[src/verilog/cam_sys_cfg.svh]
// constants for the cam filter system register bank
`ifndef CAM_SYS_CFG_SVH
`define CAM_SYS_CFG_SVH
// register indexes (word address on the processor port)
`define ADDR_STATUS       6'h00
`define ADDR_STATIC_CFG   6'h01
`define ADDR_DYNAMIC_CFG  6'h02
`define ADDR_TARGETS      6'h03
`define ADDR_DATA_WORD0   6'h05
`define ADDR_DATA_WORD3   6'h08
`define ADDR_PURGE_TS     6'h09
`define ADDR_CURRENT_TS   6'h0A
`define ADDR_LOOKUP_CYC   6'h0C
`define ADDR_STATUS_HIGH  6'h0D
`define ADDR_STATUS_LOW   6'h0E
`define ADDR_SRC_UPDATE   6'h10
`define ADDR_SRC_LEARN    6'h11
`define ADDR_CTRL_LINES   6'h12
`define ADDR_CMD_DELETE   6'h20
`define ADDR_CMD_ADD      6'h21
`define ADDR_CMD_READ     6'h24
`define ADDR_CMD_BUMP_CUR 6'h26
`define ADDR_CMD_BUMP_PRG 6'h27
`define ADDR_CMD_BUMP_ALL 6'h28
`define ADDR_CMD_SET_ADDR 6'h29
// field positions
`define SPEED_MSB     3
`define SPEED_LSB     1
`define DROP_INV_BIT  0
`define RELEASE_BIT   0
`define STAMP_EN_MSB  3
`define STAMP_EN_LSB  2
`define FULL_EN_MSB   1
`define FULL_EN_LSB   0
`define CTRL_OWN_BIT  4
// field codes
`define STAMP_EN_ON   2'h3
`define FULL_EN_ON    2'h2
// reset values
`define RST_STATIC    4'h0
`define RST_TARGETS   4'h0
`define RST_PURGE_TS  8'h01
`define RST_CURR_TS   8'h00
`define RST_LOOKUP    6'h20
`define RST_SRC_UPD   16'h0368
`define RST_SRC_LRN   16'h0334
`define RST_CTRL      5'h0F
// timing: cycle budget interpreted against a 50 MHz reference
`define REF_CLOCK_MHZ 50
`define SYS_CLOCK_MHZ 200
`endif

[src/verilog/cam_sys_pkg.sv]
// types for the cam filter system register bank
package cam_sys_pkg;
    typedef enum logic [2:0] {
        ROUTINE_NONE      = 3'b000,
        ROUTINE_DELETE    = 3'b001,
        ROUTINE_ADD       = 3'b010,
        ROUTINE_READ      = 3'b011,
        ROUTINE_SET_ADDR  = 3'b100,
        ROUTINE_PURGE     = 3'b101
    } routine_e;
    typedef enum logic [1:0] {
        SPEED_SLOW = 2'b00,
        SPEED_90   = 2'b01,
        SPEED_70   = 2'b10,
        SPEED_RSVD = 2'b11
    } speed_e;
endpackage

[src/verilog/stamp_if.sv]
// carries time-stamp advance requests and counter values
interface stamp_if;
    logic       bump_current;
    logic       bump_purge;
    logic [7:0] current_ts;
    logic [7:0] purge_ts;
    modport owner (input bump_current, input bump_purge, output current_ts, output purge_ts);
    modport user  (output bump_current, output bump_purge, input current_ts, input purge_ts);
endinterface

[src/verilog/cam_filter_system_regs.sv]
// system register bank of the cam address-filter controller
//
// Summary of operation
// - speed grade field at static bits 3:1
// - static bit 0 inverts frame drop polarity
// - cam reset pin follows dynamic bit 0
// - hardware reset holds cam reset low
// - target bits 3:2 gate stamp input
// - target bits 1:0 gate full interrupt
// - lookup associated data reloads data word 0
// - associated data field layout in word 0
// - purge stamp counter, reset 01H, bumpable
// - current stamp counter, reset 00H, bumpable
// - six-bit lookup cycle budget field
// - entry read captures cam status halves
// - two source opcode registers with defaults
// - control bit 4 hands lines to processor
// - command register write starts routine, except current stamp bump
// - purge bumps also start purge routine
// - ready held off during priority search
// - timing relative to 50 MHz reference
// - accesses ignored until role set to zero
`include "cam_sys_cfg.svh"
module cam_filter_system_regs (
    // clock and reset
    input  wire logic        clock,
    input  wire logic        resetn,
    // processor port, system chip select
    input  wire logic        sys_select,
    input  wire logic        write_strobe,
    input  wire logic        read_strobe,
    input  wire logic [5:0]  address,
    input  wire logic [15:0] write_data,
    output logic      [15:0] read_data,
    output logic             host_ready,
    // chip role field, from the chip register block
    input  wire logic [2:0]  role_select,
    // cam array pins
    input  wire logic        array_full_flag_n,
    input  wire logic        array_match_flag_n,
    output logic             cam_chain_reset_n,
    output logic             full_irq_out_n,
    output logic             chain_enable_n,
    output logic             command_mode_n,
    output logic             write_select_n,
    output logic             cycle_strobe_n,
    output logic             processor_owns_lines,
    // frame filter side
    input  wire logic        frame_reject,
    output logic             frame_drop_out,
    input  wire logic        stamp_advance_in,
    input  wire logic        priority_search_busy,
    // routine engine side
    output cam_sys_pkg::routine_e routine_start,
    output cam_sys_pkg::speed_e   cam_speed_grade,
    output logic      [5:0]  lookup_cycles,
    output logic      [5:0]  lookup_ref_cycles,
    output logic      [15:0] source_update_opcode,
    output logic      [15:0] source_learn_opcode,
    output logic      [15:0] data_word_0_out,
    output logic      [15:0] data_word_1_out,
    output logic      [15:0] data_word_2_out,
    output logic      [15:0] data_word_3_out,
    output logic      [7:0]  current_stamp,
    output logic      [7:0]  purge_stamp,
    input  wire logic        lookup_done,
    input  wire logic [15:0] lookup_assoc_data,
    input  wire logic        entry_read_done,
    input  wire logic [31:0] entry_status
);
    // ---------------------------------------------------------------
    // access decode
    // ---------------------------------------------------------------
    logic              access_ok;
    logic              wr;
    logic              rd;
    logic [3:0]        static_configuration;
    logic              dynamic_configuration;
    logic [3:0]        event_targets;
    logic [15:0]       data_word [0:3];
    logic [5:0]        max_lookup_cycles;
    logic [15:0]       cam_status_low;
    logic [15:0]       cam_status_high;
    logic [4:0]        cam_control_lines;
    logic              stamp_pin_enabled;
    logic              stamp_pin_pulse;
    cam_sys_pkg::routine_e next_routine;

    stamp_if st ();

    // matches one register index
    function automatic logic hit(input logic [5:0] a, input logic [5:0] idx);
        hit = (a == idx);
    endfunction

    // role must be cleared before system accesses count
    assign access_ok = (role_select == 3'h0);
    assign wr        = sys_select && write_strobe && access_ok;
    assign rd        = sys_select && read_strobe && access_ok;

    // ready withheld while a priority search runs
    assign host_ready = !priority_search_busy;

    // ---------------------------------------------------------------
    // configuration registers
    // ---------------------------------------------------------------
    // static configuration: speed grade and reject polarity
    always_ff @(posedge clock or negedge resetn) begin
        if (!resetn) begin
            static_configuration <= `RST_STATIC;
        end else if (wr && hit(address, `ADDR_STATIC_CFG)) begin
            static_configuration <= write_data[3:0];
        end
    end

    // dynamic configuration: cam reset release
    always_ff @(posedge clock or negedge resetn) begin
        if (!resetn) begin
            dynamic_configuration <= 1'b0;
        end else if (wr && hit(address, `ADDR_DYNAMIC_CFG)) begin
            dynamic_configuration <= write_data[`RELEASE_BIT];
        end
    end

    // event targets: stamp pin and full interrupt gating
    always_ff @(posedge clock or negedge resetn) begin
        if (!resetn) begin
            event_targets <= `RST_TARGETS;
        end else if (wr && hit(address, `ADDR_TARGETS)) begin
            event_targets <= write_data[3:0];
        end
    end

    // lookup cycle budget
    always_ff @(posedge clock or negedge resetn) begin
        if (!resetn) begin
            max_lookup_cycles <= `RST_LOOKUP;
        end else if (wr && hit(address, `ADDR_LOOKUP_CYC)) begin
            max_lookup_cycles <= write_data[5:0];
        end
    end

    // source address opcodes
    always_ff @(posedge clock or negedge resetn) begin
        if (!resetn) begin
            source_update_opcode <= `RST_SRC_UPD;
            source_learn_opcode  <= `RST_SRC_LRN;
        end else if (wr && hit(address, `ADDR_SRC_UPDATE)) begin
            source_update_opcode <= write_data;
        end else if (wr && hit(address, `ADDR_SRC_LEARN)) begin
            source_learn_opcode <= write_data;
        end
    end

    // manual control lines
    always_ff @(posedge clock or negedge resetn) begin
        if (!resetn) begin
            cam_control_lines <= `RST_CTRL;
        end else if (wr && hit(address, `ADDR_CTRL_LINES)) begin
            cam_control_lines <= write_data[4:0];
        end
    end

    // ---------------------------------------------------------------
    // data words and captured status
    // ---------------------------------------------------------------
    // data words: host writes, lookup reload of word 0 wins
    always_ff @(posedge clock or negedge resetn) begin
        if (!resetn) begin
            for (int i = 0; i < 4; i++) begin
                data_word[i] <= 16'h0000;
            end
        end else begin
            if (wr && address >= `ADDR_DATA_WORD0 && address <= `ADDR_DATA_WORD3) begin
                data_word[2'(address - `ADDR_DATA_WORD0)] <= write_data;
            end
            if (lookup_done) begin
                data_word[0] <= lookup_assoc_data;
            end
        end
    end

    // status capture after entry read
    always_ff @(posedge clock or negedge resetn) begin
        if (!resetn) begin
            cam_status_low  <= 16'h0000;
            cam_status_high <= 16'h0000;
        end else if (entry_read_done) begin
            cam_status_low  <= entry_status[15:0];
            cam_status_high <= entry_status[31:16];
        end
    end

    // ---------------------------------------------------------------
    // commands and time stamps
    // ---------------------------------------------------------------
    assign stamp_pin_enabled = (event_targets[`STAMP_EN_MSB:`STAMP_EN_LSB] == `STAMP_EN_ON);
    assign stamp_pin_pulse   = stamp_pin_enabled && stamp_advance_in;

    // one bump per cycle per counter, whatever the sources
    assign st.bump_current = stamp_pin_pulse
                           || (wr && (hit(address, `ADDR_CMD_BUMP_CUR) || hit(address, `ADDR_CMD_BUMP_ALL)));
    assign st.bump_purge   = stamp_pin_pulse
                           || (wr && (hit(address, `ADDR_CMD_BUMP_PRG) || hit(address, `ADDR_CMD_BUMP_ALL)));

    stamp_counters counters (
        .clock  (clock),
        .resetn (resetn),
        .st     (st)
    );

    // command decode, written value ignored
    always_comb begin
        next_routine = cam_sys_pkg::ROUTINE_NONE;
        if (wr) begin
            case (address)
                `ADDR_CMD_DELETE:   next_routine = cam_sys_pkg::ROUTINE_DELETE;
                `ADDR_CMD_ADD:      next_routine = cam_sys_pkg::ROUTINE_ADD;
                `ADDR_CMD_READ:     next_routine = cam_sys_pkg::ROUTINE_READ;
                `ADDR_CMD_SET_ADDR: next_routine = cam_sys_pkg::ROUTINE_SET_ADDR;
                `ADDR_CMD_BUMP_PRG: next_routine = cam_sys_pkg::ROUTINE_PURGE;
                `ADDR_CMD_BUMP_ALL: next_routine = cam_sys_pkg::ROUTINE_PURGE;
                default:            next_routine = cam_sys_pkg::ROUTINE_NONE;
            endcase
        end
        if (next_routine == cam_sys_pkg::ROUTINE_NONE && stamp_pin_pulse) begin
            next_routine = cam_sys_pkg::ROUTINE_PURGE;
        end
    end

    // one-cycle routine start pulse
    always_ff @(posedge clock or negedge resetn) begin
        if (!resetn) begin
            routine_start <= cam_sys_pkg::ROUTINE_NONE;
        end else begin
            routine_start <= next_routine;
        end
    end

    // ---------------------------------------------------------------
    // read path
    // ---------------------------------------------------------------
    always_ff @(posedge clock or negedge resetn) begin
        if (!resetn) begin
            read_data <= 16'h0000;
        end else if (rd) begin
            case (address)
                `ADDR_STATUS:      read_data <= {14'h0000, array_match_flag_n, array_full_flag_n};
                6'h05:             read_data <= data_word[0];
                6'h06:             read_data <= data_word[1];
                6'h07:             read_data <= data_word[2];
                `ADDR_DATA_WORD3:  read_data <= data_word[3];
                `ADDR_PURGE_TS:    read_data <= {8'h00, st.purge_ts};
                `ADDR_CURRENT_TS:  read_data <= {8'h00, st.current_ts};
                `ADDR_STATUS_HIGH: read_data <= cam_status_high;
                `ADDR_STATUS_LOW:  read_data <= cam_status_low;
                default:           read_data <= 16'h0000;
            endcase
        end
    end

    // ---------------------------------------------------------------
    // pin outputs
    // ---------------------------------------------------------------
    // cam reset pin follows the release bit
    assign cam_chain_reset_n = dynamic_configuration;

    // frame reject polarity
    assign frame_drop_out = frame_reject ^ static_configuration[`DROP_INV_BIT];

    // speed grade decode, reserved codes flagged
    always_comb begin
        case (static_configuration[`SPEED_MSB:`SPEED_LSB])
            3'b000:  cam_speed_grade = cam_sys_pkg::SPEED_SLOW;
            3'b001:  cam_speed_grade = cam_sys_pkg::SPEED_90;
            3'b010:  cam_speed_grade = cam_sys_pkg::SPEED_70;
            default: cam_speed_grade = cam_sys_pkg::SPEED_RSVD;
        endcase
    end

    // budget counted in 50 MHz reference cycles
    assign lookup_ref_cycles = max_lookup_cycles;
    assign lookup_cycles     = max_lookup_cycles;

    // full interrupt gated by targets, active low
    assign full_irq_out_n = !((event_targets[`FULL_EN_MSB:`FULL_EN_LSB] == `FULL_EN_ON)
                              && !array_full_flag_n);

    // manual control lines only while processor owns them
    assign processor_owns_lines = cam_control_lines[`CTRL_OWN_BIT];
    assign chain_enable_n = processor_owns_lines ? cam_control_lines[0] : 1'b1;
    assign command_mode_n = processor_owns_lines ? cam_control_lines[1] : 1'b1;
    assign write_select_n = processor_owns_lines ? cam_control_lines[2] : 1'b1;
    assign cycle_strobe_n = processor_owns_lines ? cam_control_lines[3] : 1'b1;

    assign data_word_0_out = data_word[0];
    assign data_word_1_out = data_word[1];
    assign data_word_2_out = data_word[2];
    assign data_word_3_out = data_word[3];
    assign current_stamp   = st.current_ts;
    assign purge_stamp     = st.purge_ts;

    // ---------------------------------------------------------------
    // checks
    // ---------------------------------------------------------------
    AST_CAM_RESET: assert property (@(posedge clock) disable iff (!resetn)
        wr && hit(address, `ADDR_DYNAMIC_CFG) |=> cam_chain_reset_n == $past(write_data[0]))
        else $error("cam reset pin does not follow written bit");

    AST_ROLE_BLOCK: assert property (@(posedge clock) disable iff (!resetn)
        role_select != 3'h0 |=> $stable(dynamic_configuration) && $stable(static_configuration))
        else $error("register changed while role not cleared");

    AST_START: assert property (@(posedge clock) disable iff (!resetn)
        wr && hit(address, `ADDR_CMD_ADD) |=> routine_start == cam_sys_pkg::ROUTINE_ADD)
        else $error("add routine not started");

    AST_PURGE_START: assert property (@(posedge clock) disable iff (!resetn)
        wr && hit(address, `ADDR_CMD_BUMP_ALL) |=> routine_start == cam_sys_pkg::ROUTINE_PURGE)
        else $error("purge not started by combined bump");

    AST_RELOAD: assert property (@(posedge clock) disable iff (!resetn)
        lookup_done |=> data_word[0] == $past(lookup_assoc_data))
        else $error("word 0 not reloaded after lookup");

    AST_STATUS: assert property (@(posedge clock) disable iff (!resetn)
        entry_read_done |=> {cam_status_high, cam_status_low} == $past(entry_status))
        else $error("status halves not captured");

    AST_LINES: assert property (@(posedge clock) disable iff (!resetn)
        !processor_owns_lines |-> cycle_strobe_n && chain_enable_n)
        else $error("control lines driven without ownership");

    AST_FULL_IRQ: assert property (@(posedge clock) disable iff (!resetn)
        event_targets[1:0] != `FULL_EN_ON |-> full_irq_out_n)
        else $error("full interrupt raised while disabled");

    AST_STAMP_PIN: assert property (@(posedge clock) disable iff (!resetn)
        stamp_advance_in && event_targets[3:2] == `STAMP_EN_ON |=> purge_stamp == $past(purge_stamp) + 8'h01)
        else $error("enabled stamp pin did not advance purge stamp");
endmodule

[src/verilog/stamp_counters.sv]
// purge and current time-stamp counters
`include "cam_sys_cfg.svh"
module stamp_counters (
    // clock and reset
    input  wire logic clock,
    input  wire logic resetn,
    // requests and values
    stamp_if.owner    st
);
    // current counter, one step per cycle, wraps naturally
    always_ff @(posedge clock or negedge resetn) begin
        if (!resetn) begin
            st.current_ts <= `RST_CURR_TS;
        end else if (st.bump_current) begin
            st.current_ts <= st.current_ts + 8'h01;
        end
    end

    // purge counter, one step per cycle, wraps naturally
    always_ff @(posedge clock or negedge resetn) begin
        if (!resetn) begin
            st.purge_ts <= `RST_PURGE_TS;
        end else if (st.bump_purge) begin
            st.purge_ts <= st.purge_ts + 8'h01;
        end
    end

    AST_PURGE_STEP: assert property (@(posedge clock) disable iff (!resetn)
        st.bump_purge |=> st.purge_ts == $past(st.purge_ts) + 8'h01)
        else $error("purge stamp did not advance by one");
    AST_CURR_HOLD: assert property (@(posedge clock) disable iff (!resetn)
        !st.bump_current |=> $stable(st.current_ts))
        else $error("current stamp moved without request");
endmodule

[config.mk]
export PLATFORM = sky130hd
export DESIGN_NAME = cam_filter_system_regs
export DESIGN_NICKNAME = d
export VERILOG_FILES = /design/src/verilog/cam_sys_pkg.sv /design/src/verilog/stamp_if.sv /design/src/verilog/cam_filter_system_regs.sv /design/src/verilog/stamp_counters.sv
export VERILOG_INCLUDE_DIRS = /design/src /design/src/verilog
export SDC_FILE = /design/constraint.sdc
export NUM_CORES = 1
export LEC_CHECK = 0
export ABC_AREA = 0
export BUFFER_PORTS_ARGS = -buffer_cell sky130_fd_sc_hd__buf_2
export CORE_MARGIN = 2
export CORE_UTILIZATION = 35
export CTS_CLUSTER_DIAMETER = 100
export DETAILED_ROUTE_END_ITERATION = 10
export GPL_ROUTABILITY_DRIVEN = 0
export GPL_TIMING_DRIVEN = 1
export HOLD_SLACK_MARGIN = 0.08
export SLEW_MARGIN = 0
export SYNTH_ARGS = -nofsm -noshare
export SYNTH_HDL_FRONTEND = slang
export SYNTH_SLANG_ARGS = --single-unit
[constraint.sdc]
create_clock -name clock -period 2.7 [get_ports clock]
set_input_delay 0.27 -clock clock [delete_from_list [all_inputs] [get_ports clock]]
set_output_delay 0.27 -clock clock [all_outputs]
set_load 0.1 [all_outputs]
# Word-level counts from Yosys, hierarchy flattened
# Index checks and enable logic that the tools add are counted.
dict set report classes {
  add_sub_neg 3
  n_eq_ne 26
  n_mux 14
  reduce_logical 33
  bitwise_logic 3
  n_lt_le_gt_ge 4
}
# op n
set ops {}
lappend ops {{16-bit case mux with 9 select lines} 1}
lappend ops {{64-bit bitwise mux} 1}
lappend ops {{64-bit two-way mux} 1}
lappend ops {{6-bit equality test, second input constant} 7}
lappend ops {{6-bit by 4-bit equality test with 1-bit output, second input constant} 6}
lappend ops {{16-bit demux with 2-bit select} 1}
lappend ops {{16-bit two-way mux} 2}
lappend ops {{1-bit logical AND} 19}
lappend ops {{6-bit by 3-bit equality test with 1-bit output, second input constant} 3}
lappend ops {{6-bit by 5-bit equality test with 1-bit output, second input constant} 3}
lappend ops {{8-bit by 1-bit adder with 8-bit output, second input constant} 2}
lappend ops {{3-bit case mux with 5 select lines} 1}
lappend ops {{6-bit by 2-bit equality test with 1-bit output, second input constant} 2}
lappend ops {{3-bit zero test} 3}
lappend ops {{6-bit by 1-bit equality test with 1-bit output, second input constant} 1}
lappend ops {{6-bit by 3-bit >= comparator with 1-bit output, second input constant} 1}
lappend ops {{6-bit by 4-bit less-or-equal comparator with 1-bit output, second input constant} 1}
lappend ops {{6-bit zero test} 1}
lappend ops {{3-bit two-way mux} 2}
lappend ops {{2-bit case mux with 3 select lines} 1}
lappend ops {{2-bit equality test, second input constant} 2}
lappend ops {{1-bit logical OR} 4}
lappend ops {{1-bit two-way mux} 4}
lappend ops {{3-bit by 1-bit equality test with 1-bit output, second input constant} 1}
lappend ops {{other kinds (11)} 13}
dict set report word_totals {
  wordCells 100
  input_bits 85
  ff_bits 183
}

# Longest topological paths before layout
# Gate-level depths: netlist of run 1.
dict set report depth {
  ltp_word 9
  depth_mapped 7
  ltp_nobuf 5
}

# Modules after synthesis
# A second synthesis of run 1 with hierarchy kept.
dict set report hier_totals {
  hier_cells 619
  area_unflattened_um2 8137.8
}
# mod instances cells_per_inst area_each_um2 seq_area_each_um2
set by_module_without_submodules {}
lappend by_module_without_submodules {cam_filter_system_regs 1 567 7469.7 4197.8}
lappend by_module_without_submodules {stamp_counters 1 52 668.1 401.6}

# Least setup slack after synthesis of run 1
# OpenSTA, ideal clock, no wires.
dict set report synth_timing {
  path_kind {register to output}
  start {register static_configuration[0]}
  end {output port frame_drop_out}
  t_required_ns 2.430
  path_stages_with_launch 2
  t_arrival_ns 1.804
  setup_slack_ns 0.626
  cell_sequence {dfrtp_1 xor2_1}
}
dict set report synth_via {
  elab_chain_cells 1
}
# item line_no
set synth_rtl {}
lappend synth_rtl {{start: declaration} cam_filter_system_regs.sv:77} ;# logic [3:0] static_configuration;
lappend synth_rtl {{start signal: assignment} cam_filter_system_regs.sv:110} ;# static_configuration <= `RST_STATIC;
lappend synth_rtl {{start signal: assignment} cam_filter_system_regs.sv:112} ;# static_configuration <= write_data[3:0];
lappend synth_rtl {{1-bit XOR} cam_filter_system_regs.sv:269} ;# assign frame_drop_out = frame_reject ^ static_configuration[`DROP_INV_BIT];
lappend synth_rtl {{end: declaration} cam_filter_system_regs.sv:50} ;# output logic frame_drop_out,
# Every way passes these cells.

# Final worst setup path of run 1
dict set report layout_timing {
  start {input port role_select[1]}
  end {register source_update_opcode[13]}
}
dict set report layout_via {
  elab_chain_cells 3
}
# item line_no
set layout_rtl {}
lappend layout_rtl {{start: declaration} cam_filter_system_regs.sv:37} ;# input wire logic [2:0] role_select,
lappend layout_rtl {{3-bit zero test} cam_filter_system_regs.sv:97} ;# assign access_ok = (role_select == 3'h0);
lappend layout_rtl {{1-bit logical AND} cam_filter_system_regs.sv:98} ;# assign wr = sys_select && write_strobe && access_ok;
lappend layout_rtl {{1-bit logical AND} cam_filter_system_regs.sv:148} ;# end else if (wr && hit(address, `ADDR_SRC_UPDATE)) begin
lappend layout_rtl {{end signal: assignment} cam_filter_system_regs.sv:146} ;# source_update_opcode <= `RST_SRC_UPD;
lappend layout_rtl {{end signal: assignment} cam_filter_system_regs.sv:149} ;# source_update_opcode <= write_data;
lappend layout_rtl {{end: declaration} cam_filter_system_regs.sv:58} ;# output logic [15:0] source_update_opcode,
# Every way passes these cells.
# A chain may end at the register's enable or synchronous reset.

==> flow_metrics.env, run 1 <==
export IMPL_drc=0
export IMPL_track_usage_pct=21.61
export IMPL_cts_buffer_depth=2
export IMPL_vdd_drop_max_v=0.0003182
export IMPL_max_freq_mhz=520.2
export IMPL_synth_top_family_by_area="multiplexers"
export IMPL_final_max_slew_violation_count=0
export IMPL_synth_compound_area_share_pct=8.956
export IMPL_muxShareOfSynthArea_pct=20.99
export IMPL_netlist_instances=617
export IMPL_final_common_cell="buf_2"
export IMPL_n_fill_cell=2135
export IMPL_rsz0062_at_grt="no"
export IMPL_ant_nets=0
export IMPL_via_per_inst=5.211
export IMPL_antenna_found_initial=1
export IMPL_grt_pass1_wl_microns=39040
export IMPL_chipWidth_microns=156.2
export IMPL_post_drt_wl_per_cell_microns=21.44
export IMPL_yosysWarnings=0
export IMPL_die_h_microns=156.2
export IMPL_swShare_pct=29.90
export IMPL_place_area_sq_um=9669
export IMPL_ys_seq_area_share_pct=56.76
export IMPL_syn2layout_area_growth_pct=32.43
export IMPL_p_switching_mw=1.868
export IMPL_p_int_mw=4.378
export IMPL_rrSetupSlack_ns=1.09
export IMPL_num_rows=55
export IMPL_finalCriticalPeriod_ns=1.922
export IMPL_pwr_share_clk_pct=40.2
export IMPL_timing_final_ws_setup_ns=0.7775
export IMPL_drtIter0Drc=457
export IMPL_cp_end_kind="flip-flop"
export IMPL_finalHoldViolations=0
export IMPL_worstHoldPathCells=2
export IMPL_yosys_area_share_adder_pct=0.3088
export IMPL_synth_flop_cell="dfrtp_1"
export IMPL_overflow=0
export IMPL_clock_skew_ns=0.01212
export IMPL_layout_cells_most_common_list="buf_2 (237), dfrtp_1 (167), mux2_2 (133)"
export IMPL_synthXorXnorAreaFrac_pct=1.729
export IMPL_critPathArrivalTime_ns=2.24
export IMPL_p_leak_nw=5.567
export IMPL_clk_insertion_delay_late_ns=0.43
export IMPL_reg2regPathDepth=5
export IMPL_crit_type="in2reg"
export IMPL_cp_start_kind="input pin"
export IMPL_yosys_area_top_type_share_pct=51.58
export IMPL_grt_start_max_net_pins=99
export IMPL_drv_cap=0
export IMPL_fin_tns_setup_ns=0
export IMPL_dp_slack_ns=0.3632
export IMPL_tightest_slew_ns=0.8726
export IMPL_avgSynthCellArea_sq_um=13.13
export IMPL_combPwrFrac_pct=13.3
export IMPL_io_pins=239
export IMPL_p_seq_share_pct=46.5
export IMPL_drive_above_1_share_pct=50.27
export IMPL_syn_area_sq_um=8103
export IMPL_wl_microns=25840
export IMPL_ys_types=55
export IMPL_worstPathMaxFanout=16
export IMPL_power_density_nw_per_um2=582.1
export IMPL_reg2reg_to="read_data[4]"
export IMPL_r2r_start="counters.st.purge_ts[4]"
export IMPL_fin_crit_sh_pct=71.20
export IMPL_path_clk_slew_ns=0.07
export IMPL_first_pass_iters=5
export IMPL_ys_ff_latch=183
export IMPL_grt_pass1_vias=6493
export IMPL_worstPathRequired_ns=3.02
export IMPL_htree_levels=4
export IMPL_hold_class="in2reg"
export IMPL_numCtsBuffers=17
export IMPL_dp_hpwl_microns=17980
export IMPL_vias=6279
export IMPL_syn_nets=704
export IMPL_final_net_count=993
export IMPL_cts_resized=0
export IMPL_min_from="entry_status[3]"
export IMPL_min_to="cam_status_low[3]"
export IMPL_synth_enable_flop_cells=0
export IMPL_outcome="finished, final reports clean"
export IMPL_finalInstanceArea_sq_um=10730
export IMPL_initial_core_util_pct=35.68
export IMPL_cts_root_buf="clkbuf_16"
export IMPL_synth_area_leaders="dfrtp_1 (52%), mux2_2 (18%), dfstp_2 (5.2%)"
export IMPL_port_buffers=238
export IMPL_synth_simple_area_share_pct=8.740
export IMPL_timing_hold_ws_ns=0.09696
export IMPL_async_flop_share_pct=100.0
export IMPL_setup_viol=0
export IMPL_power_mw=6.246
export IMPL_slew_headroom_pct=41.83
export IMPL_core_area_sq_um=22710
export IMPL_cts_sinks=183
export IMPL_yosysTopAreaCell="dfrtp_1"
export IMPL_cts_tree="done"
export IMPL_die_area_sq_um=24380
-- cell usage after synthesis (all sizes together) (3+ instances only) --
library cell / instances
nor2: 15
buf: 23
nor2b: 3
nand2b: 10
or2: 3
mux2: 135
a21oi: 4
a22o: 16
o21ai: 22
or4b: 3
xnor2: 13
and3: 7
nor4b: 4
a221oi: 4
dfrtp: 167
clkbuf: 18
nand4: 16
mux2i: 18
nand2: 32
dfstp: 16
a22oi: 47
xor2: 3
nand3: 17
-- per-stage QoR --
step                      cells  utilization (%)
final                      1205            47.25
after global routing       1205            47.25
after CTS                  1204            47.24
after detailed placement   1125            42.58
after global placement     1125            42.58
after floorplan             617                -
-- worst max-delay path, cell delays in order --
cell      delay, ns
buf_2          0.11
nor4b_4        0.54
and3_1         0.34
nand3b_2       0.16
nor3_4         0.14
buf_4          0.28
mux2_2         0.37
-- state kept, by name, indices dropped and copies added, names as in the netlist --
name	flops
cam_status_low	16
data_word_1_out	16
source_update_opcode	16
read_data	16
static_configuration	4
data_word_2_out	16
routine_start	3
lookup_cycles	6
counters.st.purge_ts	8
cam_chain_reset_n	1
event_targets	4
data_word_0_out	16
counters.st.current_ts	8
cam_control_lines	5
data_word_3_out	16
cam_status_high	16
source_learn_opcode	16
-- final cells by class --
class	count	area, sq um	area share, %
Clock inverter	15	162.7	1.516
Antenna cell	1	2.502	0.02332
Timing Repair Buffer	311	1876	17.48
Inverter	1	3.754	0.03498
Tap cell	285	356.6	3.323
Multi-Input combinational cell	392	3304	30.80
Clock buffer	17	425.4	3.965
Sequential cell	183	4599	42.86
-- metal layers --
layer | GRT usage, % | vias to the layer above | part of all wire [%]
met5 | 0 | - | 0
met4 | 6.815 | 0 | 2.0
met3 | 5.778 | 37 | 7.1
met2 | 35.31 | 249 | 48
met1 | 28.10 | 3120 | 43
li1 | - | 2873 | -
-- how the worst max path moves through the flow --
stage,start,to,slack (ns),depth (start not counted)
3_3_place_gp,role_select[1],counters.st.current_ts[1],0.39,5
2_1_floorplan,static_configuration[0],frame_drop_out,0.63,1
6_report,role_select[1],source_update_opcode[13],0.78,7
5_1_grt,role_select[1],counters.st.current_ts[7],0.65,6
3_5_place_dp,role_select[1],source_update_opcode[14],0.36,7
4_1_cts,role_select[1],source_update_opcode[13],0.80,7
-- logic make-up after synthesis --
logic type | Yosys count
DFF | 183
muxes | 153
and+or+nand+nor | 120
AOI/OAI and AO/OA | 101
buffers and inverters | 42
xor gates and xnor gates | 16
adders and majority gates | 2
-- power groups by stage --
stage	combinational, mW	clock (mW)	sequential (mW)
floorplan	0.211	0	3.26
global placement	0.779	0	2.95
detailed placement	0.784	0	2.96
CTS	0.838	2.58	2.90
global route	0.881	2.68	2.92
finish	0.834	2.51	2.90
-- timing repair --
item / CTS / global route
hold endpoints to repair: 87 / 0
setup buffers: 0 / 0
hold buffers: 47 / 0
Note: power is estimated with default switching activity, not from simulation.
==> inputs of run 2 (changes only) <==
==> constraint.sdc (replaced) <==
create_clock -name clock -period 1.9 [get_ports clock]
set_input_delay 0.19 -clock clock [delete_from_list [all_inputs] [get_ports clock]]
set_output_delay 0.19 -clock clock [all_outputs]
set_load 0.1 [all_outputs]
==> run 2 against run 1 <==
Cell count is 1.7% higher. Global-route usage is 0.43 points lower. First-iteration DRC count is 22% lower.
==> flow_metrics.env, run 2 (synthesis results as in run 1) <==
export IMPL_outcome="finished, final reports clean"
export IMPL_critPathArrivalTime_ns=1.49
export IMPL_tightest_slew_ns=0.5446
export IMPL_n_fill_cell=2090
export IMPL_drtIter0Drc=357
export IMPL_r2r_start="counters.st.purge_ts[5]"
export IMPL_max_freq_mhz=595.6
export IMPL_timing_hold_ws_ns=0.09821
export IMPL_cts_sinks=183
export IMPL_ff_latch_area_sq_um=4599
export IMPL_crit_type="reg2out"
export IMPL_slew_headroom_pct=63.69
export IMPL_timing_final_ws_setup_ns=0.2210
export IMPL_finalCriticalPeriod_ns=1.679
export IMPL_p_leak_nw=5.741
export IMPL_antenna_found_initial=1
export IMPL_die_area_sq_um=24380
export IMPL_crit_chain="buf_2"
export IMPL_fin_tns_setup_ns=0
export IMPL_drive_above_1_share_pct=50.85
export IMPL_initial_core_util_pct=35.68
export IMPL_slowest_delay_ns=0.61
export IMPL_via_per_inst=5.190
export IMPL_cts_buffer_depth=2
export IMPL_dp_slack_ns=0.01469
export IMPL_combPwrFrac_pct=13.8
export IMPL_worstPathMaxFanout=5
export IMPL_power_mw=8.879
export IMPL_core_area_sq_um=22710
export IMPL_reg2regPathDepth=4
export IMPL_pwr_share_clk_pct=39.5
export IMPL_setup_viol=0
export IMPL_finalHoldViolations=0
export IMPL_cp_end_kind="output port"
export IMPL_cts_root_buf="clkbuf_16"
export IMPL_power_density_nw_per_um2=800.4
export IMPL_drc=0
export IMPL_layout_cells_most_common_list="buf_2 (237), dfrtp_1 (167), mux2_2 (127)"
export IMPL_vias=6363
export IMPL_multi_input_area_sq_um=3348
export IMPL_syn2layout_area_growth_pct=36.91
export IMPL_io_pins=239
export IMPL_final_max_slew_violation_count=0
export IMPL_p_seq_share_pct=46.6
export IMPL_hold_class="in2reg"
export IMPL_numCtsBuffers=17
export IMPL_wl_microns=25730
export IMPL_grt_pass1_vias=6268
export IMPL_cp_start_kind="flip-flop"
export IMPL_dp_hpwl_microns=18530
export IMPL_post_drt_wl_per_cell_microns=20.99
export IMPL_grt_start_max_net_pins=47
export IMPL_cts_tree="done"
export IMPL_critPathBufInv=1
export IMPL_critPathTopFamily="flip-flops"
export IMPL_final_net_count=1014
export IMPL_htree_levels=4
export IMPL_overflow=0
export IMPL_p_int_mw=6.324
export IMPL_track_usage_pct=21.19
export IMPL_swShare_pct=28.78
export IMPL_port_buffers=238
export IMPL_clock_skew_ns=0.006227
export IMPL_rsz0062_at_grt="no"
export IMPL_path_clk_slew_ns=0.07
export IMPL_die_h_microns=156.2
export IMPL_clk_insertion_delay_late_ns=0.43
export IMPL_grt_pass1_wl_microns=38370
export IMPL_min_to="source_learn_opcode[9]"
export IMPL_p_switching_mw=2.555
export IMPL_rrSetupSlack_ns=0.36
export IMPL_first_pass_iters=5
export IMPL_slowest_stage="dfstp_2"
export IMPL_worstHoldPathCells=2
export IMPL_worstPathRequired_ns=1.71
export IMPL_fin_crit_sh_pct=88.37
export IMPL_reg2reg_to="read_data[5]"
export IMPL_finish_utilization_pct=48.85
export IMPL_ant_nets=0
export IMPL_chipWidth_microns=156.2
export IMPL_drv_cap=0
export IMPL_min_from="write_data[9]"
export IMPL_num_rows=55
export IMPL_vdd_drop_max_v=0.0004822
export IMPL_final_common_cell="buf_2"
[run 2: stage by stage]
stage | instances | area [sq um]
floorplan | 617 | 8147
global placement | 1140 | 9978
CTS | 1225 | 11090
global route | 1226 | 11090
finish | 1226 | 11090
detailed placement | 1140 | 9978
[run 2: layout make-up]
class,count,area share (%)
diodes,1,0.02256
clock buffers,21,4.241
clock inverters,11,1.004
inverters,1,0.03384
multi-input cells,392,30.18
flip-flops and latches,183,41.46
well taps,285,3.215
repair buffers,332,19.84
[run 2: worst max path at each step]
stage | endpoint | slack [ns] | startpoint | cells past startpoint
3_3_place_gp | source_update_opcode[15] | -0.0009 | role_select[2] | 7
4_1_cts | purge_stamp[0] | 0.19 | counters.st.purge_ts[0] | 1
3_5_place_dp | source_update_opcode[0] | 0.01 | role_select[2] | 7
2_1_floorplan | chain_enable_n | -0.07 | cam_control_lines[4] | 1
6_report | purge_stamp[0] | 0.22 | counters.st.purge_ts[0] | 1
5_1_grt | purge_stamp[0] | 0.16 | counters.st.purge_ts[0] | 1
[run 2: what timing repair did]
action	in CTS	in global routing
hold buffers	53	0
endpoints found under the setup margin	0	0
setup buffers	0	0
endpoints found under the hold margin	182	0
resized for setup	0	0
[run 2: routing by layer]
metal	global-route usage, %	part of all wire, %	vias up
li1	-	-	2915
met1	28.55	44	3196
met2	33.92	48	218
met3	4.472	5.4	34
met4	7.558	2.5	0
met5	0	0	-
[run 2: power by group through the flow]
stage	Combinational [mW]	Sequential (mW)	Clock [mW]
floorplan	0.303	4.63	0
global route	1.30	4.16	3.75
global placement	1.14	4.21	0
detailed placement	1.15	4.21	0
CTS	1.23	4.14	3.59
finish	1.23	4.14	3.51
==> inputs of run 3 (changes only) <==
--- a/config.mk
+++ b/config.mk
@@ -7,7 +7,7 @@
 export NUM_CORES = 1
 export LEC_CHECK = 0
 export ABC_AREA = 0
-export BUFFER_PORTS_ARGS = -buffer_cell sky130_fd_sc_hd__buf_2
+export BUFFER_PORTS_ARGS = -buffer_cell sky130_fd_sc_hd__clkbuf_2
 export CORE_MARGIN = 2
 export CORE_UTILIZATION = 35
 export CTS_CLUSTER_DIAMETER = 100
==> run 3 against run 2 <==
Core utilization shrank 0.088 points. Critical path type unchanged. Flip-flop and latch count is the same. Combinational power is essentially flat. Sequential share of layout area grew 0.075 points. Power shrank 3.0%. Largest power group unchanged. Final area shrank 0.18%. Die area is the same. Worst setup slack lost 0.040 ns.
==> flow_metrics.env, run 3 (synthesis results as in run 1) <==
export IMPL_numCtsBuffers=17
export IMPL_grt_start_max_net_pins=55
export IMPL_timing_hold_ws_ns=0.1017
export IMPL_critPathTopFamily="flip-flops"
export IMPL_die_area_sq_um=24380
export IMPL_p_switching_mw=2.505
export IMPL_path_clk_slew_ns=0.07
export IMPL_place_area_sq_um=10020
export IMPL_postCtsHoldBufs=52
export IMPL_track_usage_pct=21.78
export IMPL_clock_skew_ns=0.009552
export IMPL_fin_crit_sh_pct=90.47
export IMPL_setup_viol=0
export IMPL_drtIter0Drc=322
export IMPL_worstPathMaxFanout=5
export IMPL_slew_headroom_pct=58.32
export IMPL_final_max_slew_violation_count=0
export IMPL_cts_tree="done"
export IMPL_finalCriticalPeriod_ns=1.719
export IMPL_tightest_slew_ns=0.6252
export IMPL_finalHoldViolations=0
export IMPL_clk_insertion_delay_late_ns=0.43
export IMPL_grt_pass1_vias=6533
export IMPL_wl_microns=25810
export IMPL_antenna_found_initial=0
export IMPL_final_net_count=1019
export IMPL_pwr_share_clk_pct=37.6
export IMPL_max_freq_mhz=581.8
export IMPL_overflow=0
export IMPL_swShare_pct=29.09
export IMPL_stdcell_count=1230
export IMPL_final_common_cell="clkbuf_2"
export IMPL_first_pass_iters=7
export IMPL_post_drt_wl_per_cell_microns=20.98
export IMPL_num_rows=55
export IMPL_fin_tns_setup_ns=0
export IMPL_outcome="finished, final reports clean"
export IMPL_combPwrFrac_pct=14.3
export IMPL_finalInstanceArea_sq_um=11070
export IMPL_cp_end_kind="output port"
export IMPL_initial_core_util_pct=35.68
export IMPL_dp_hpwl_microns=18840
export IMPL_io_pins=239
export IMPL_p_leak_nw=5.632
export IMPL_crit_type="reg2out"
export IMPL_n_fill_cell=2114
export IMPL_p_int_mw=6.108
export IMPL_cts_resized=0
export IMPL_syn2layout_area_growth_pct=36.66
export IMPL_critPathArrivalTime_ns=1.53
export IMPL_rsz0062_at_grt="no"
export IMPL_critPathBufInv=1
export IMPL_htree_levels=4
export IMPL_cts_buffer_depth=2
export IMPL_diodes=0
export IMPL_cts_setup_buffers=0
export IMPL_power_density_nw_per_um2=777.8
export IMPL_p_seq_share_pct=48.1
export IMPL_placed_cells=1146
export IMPL_vias=6333
export IMPL_grt_pass1_wl_microns=39540
export IMPL_worstPathRequired_ns=1.71
export IMPL_cp_start_kind="flip-flop"
export IMPL_crit_chain="clkbuf_2"
export IMPL_layout_cells_most_common_list="clkbuf_2 (237), dfrtp_1 (167), mux2_2 (127)"
export IMPL_drive_above_1_share_pct=50.90
export IMPL_cts_sinks=183
export IMPL_drv_cap=0
export IMPL_die_h_microns=156.2
export IMPL_slowest_delay_ns=0.60
export IMPL_chipWidth_microns=156.2
export IMPL_drc=0
export IMPL_hold_class="in2reg"
export IMPL_core_area_sq_um=22710
export IMPL_port_buffers=238
export IMPL_via_per_inst=5.149
export IMPL_ant_nets=0
export IMPL_cts_root_buf="clkbuf_16"
export IMPL_slowest_stage="dfstp_2"
export IMPL_finish_utilization_pct=48.76
export IMPL_vdd_drop_max_v=0.0005622
-- run 3: changes by cell type in the layout (fill, tap and decap cells not counted), sizes merged --
| cell | previous run | this run |
|---|---|---|
| clkbuf | 22 | 260 |
| buf | 278 | 47 |
| clkinvlp | 2 | 4 |
| bufinv | 1 | 0 |
| clkinv | 4 | 3 |
| diode | 1 | 0 |
| dlygate4sd3 | 53 | 52 |
| inv | 5 | 4 |
-- run 3: stage by stage --
step                power [mW]  worst slack [ns]
floorplan                4.937          -0.06516
global placement         5.356           0.01773
detailed placement       5.365           0.02115
CTS                      8.701            0.1769
global route             8.952            0.1345
finish                   8.613            0.1811
-- run 3: power by group through the flow --
stage	registers [mW]	clock network, mW	logic, mW
global route	4.16	3.48	1.31
floorplan	4.63	0	0.303
finish	4.15	3.23	1.23
CTS	4.14	3.32	1.24
detailed placement	4.21	0	1.15
global placement	4.21	0	1.14
-- run 3: area by class of cell --
| cell class | instances | area, sq um | area share [%] |
|---|---|---|---|
| Clock inverter | 10 | 75.07 | 0.6780 |
| Sequential cell | 183 | 4599 | 41.54 |
| Clock buffer | 22 | 454.2 | 4.102 |
| Multi-Input combinational cell | 392 | 3348 | 30.24 |
| Inverter | 1 | 3.754 | 0.03390 |
| Tap cell | 285 | 356.6 | 3.220 |
| Timing Repair Buffer | 337 | 2236 | 20.19 |
-- run 3: layer usage --
metal	part of all wire (%)	GRT usage, %
met4	4.0	10.27
met5	0	0
met1	44	28.52
met3	5.3	5.139
met2	47	34.24
-- run 3: worst paths after layout --
kind | startpoint | endpoint | slack [ns] | depth (start not counted)
worst max-delay path | counters.st.purge_ts[0] | purge_stamp[0] | 0.18 | 1
worst min-delay path | write_data[15] | source_update_opcode[15] | 0.10 | 2
worst max register to register | counters.st.purge_ts[5] | read_data[5] | 0.39 | 5
worst min register to register | static_configuration[2] | static_configuration[2] | 0.50 | 1
max in group asynchronous | resetn | source_update_opcode[3] | 0.91 | 3
min in group asynchronous | resetn | cam_control_lines[4] | 0.30 | 2
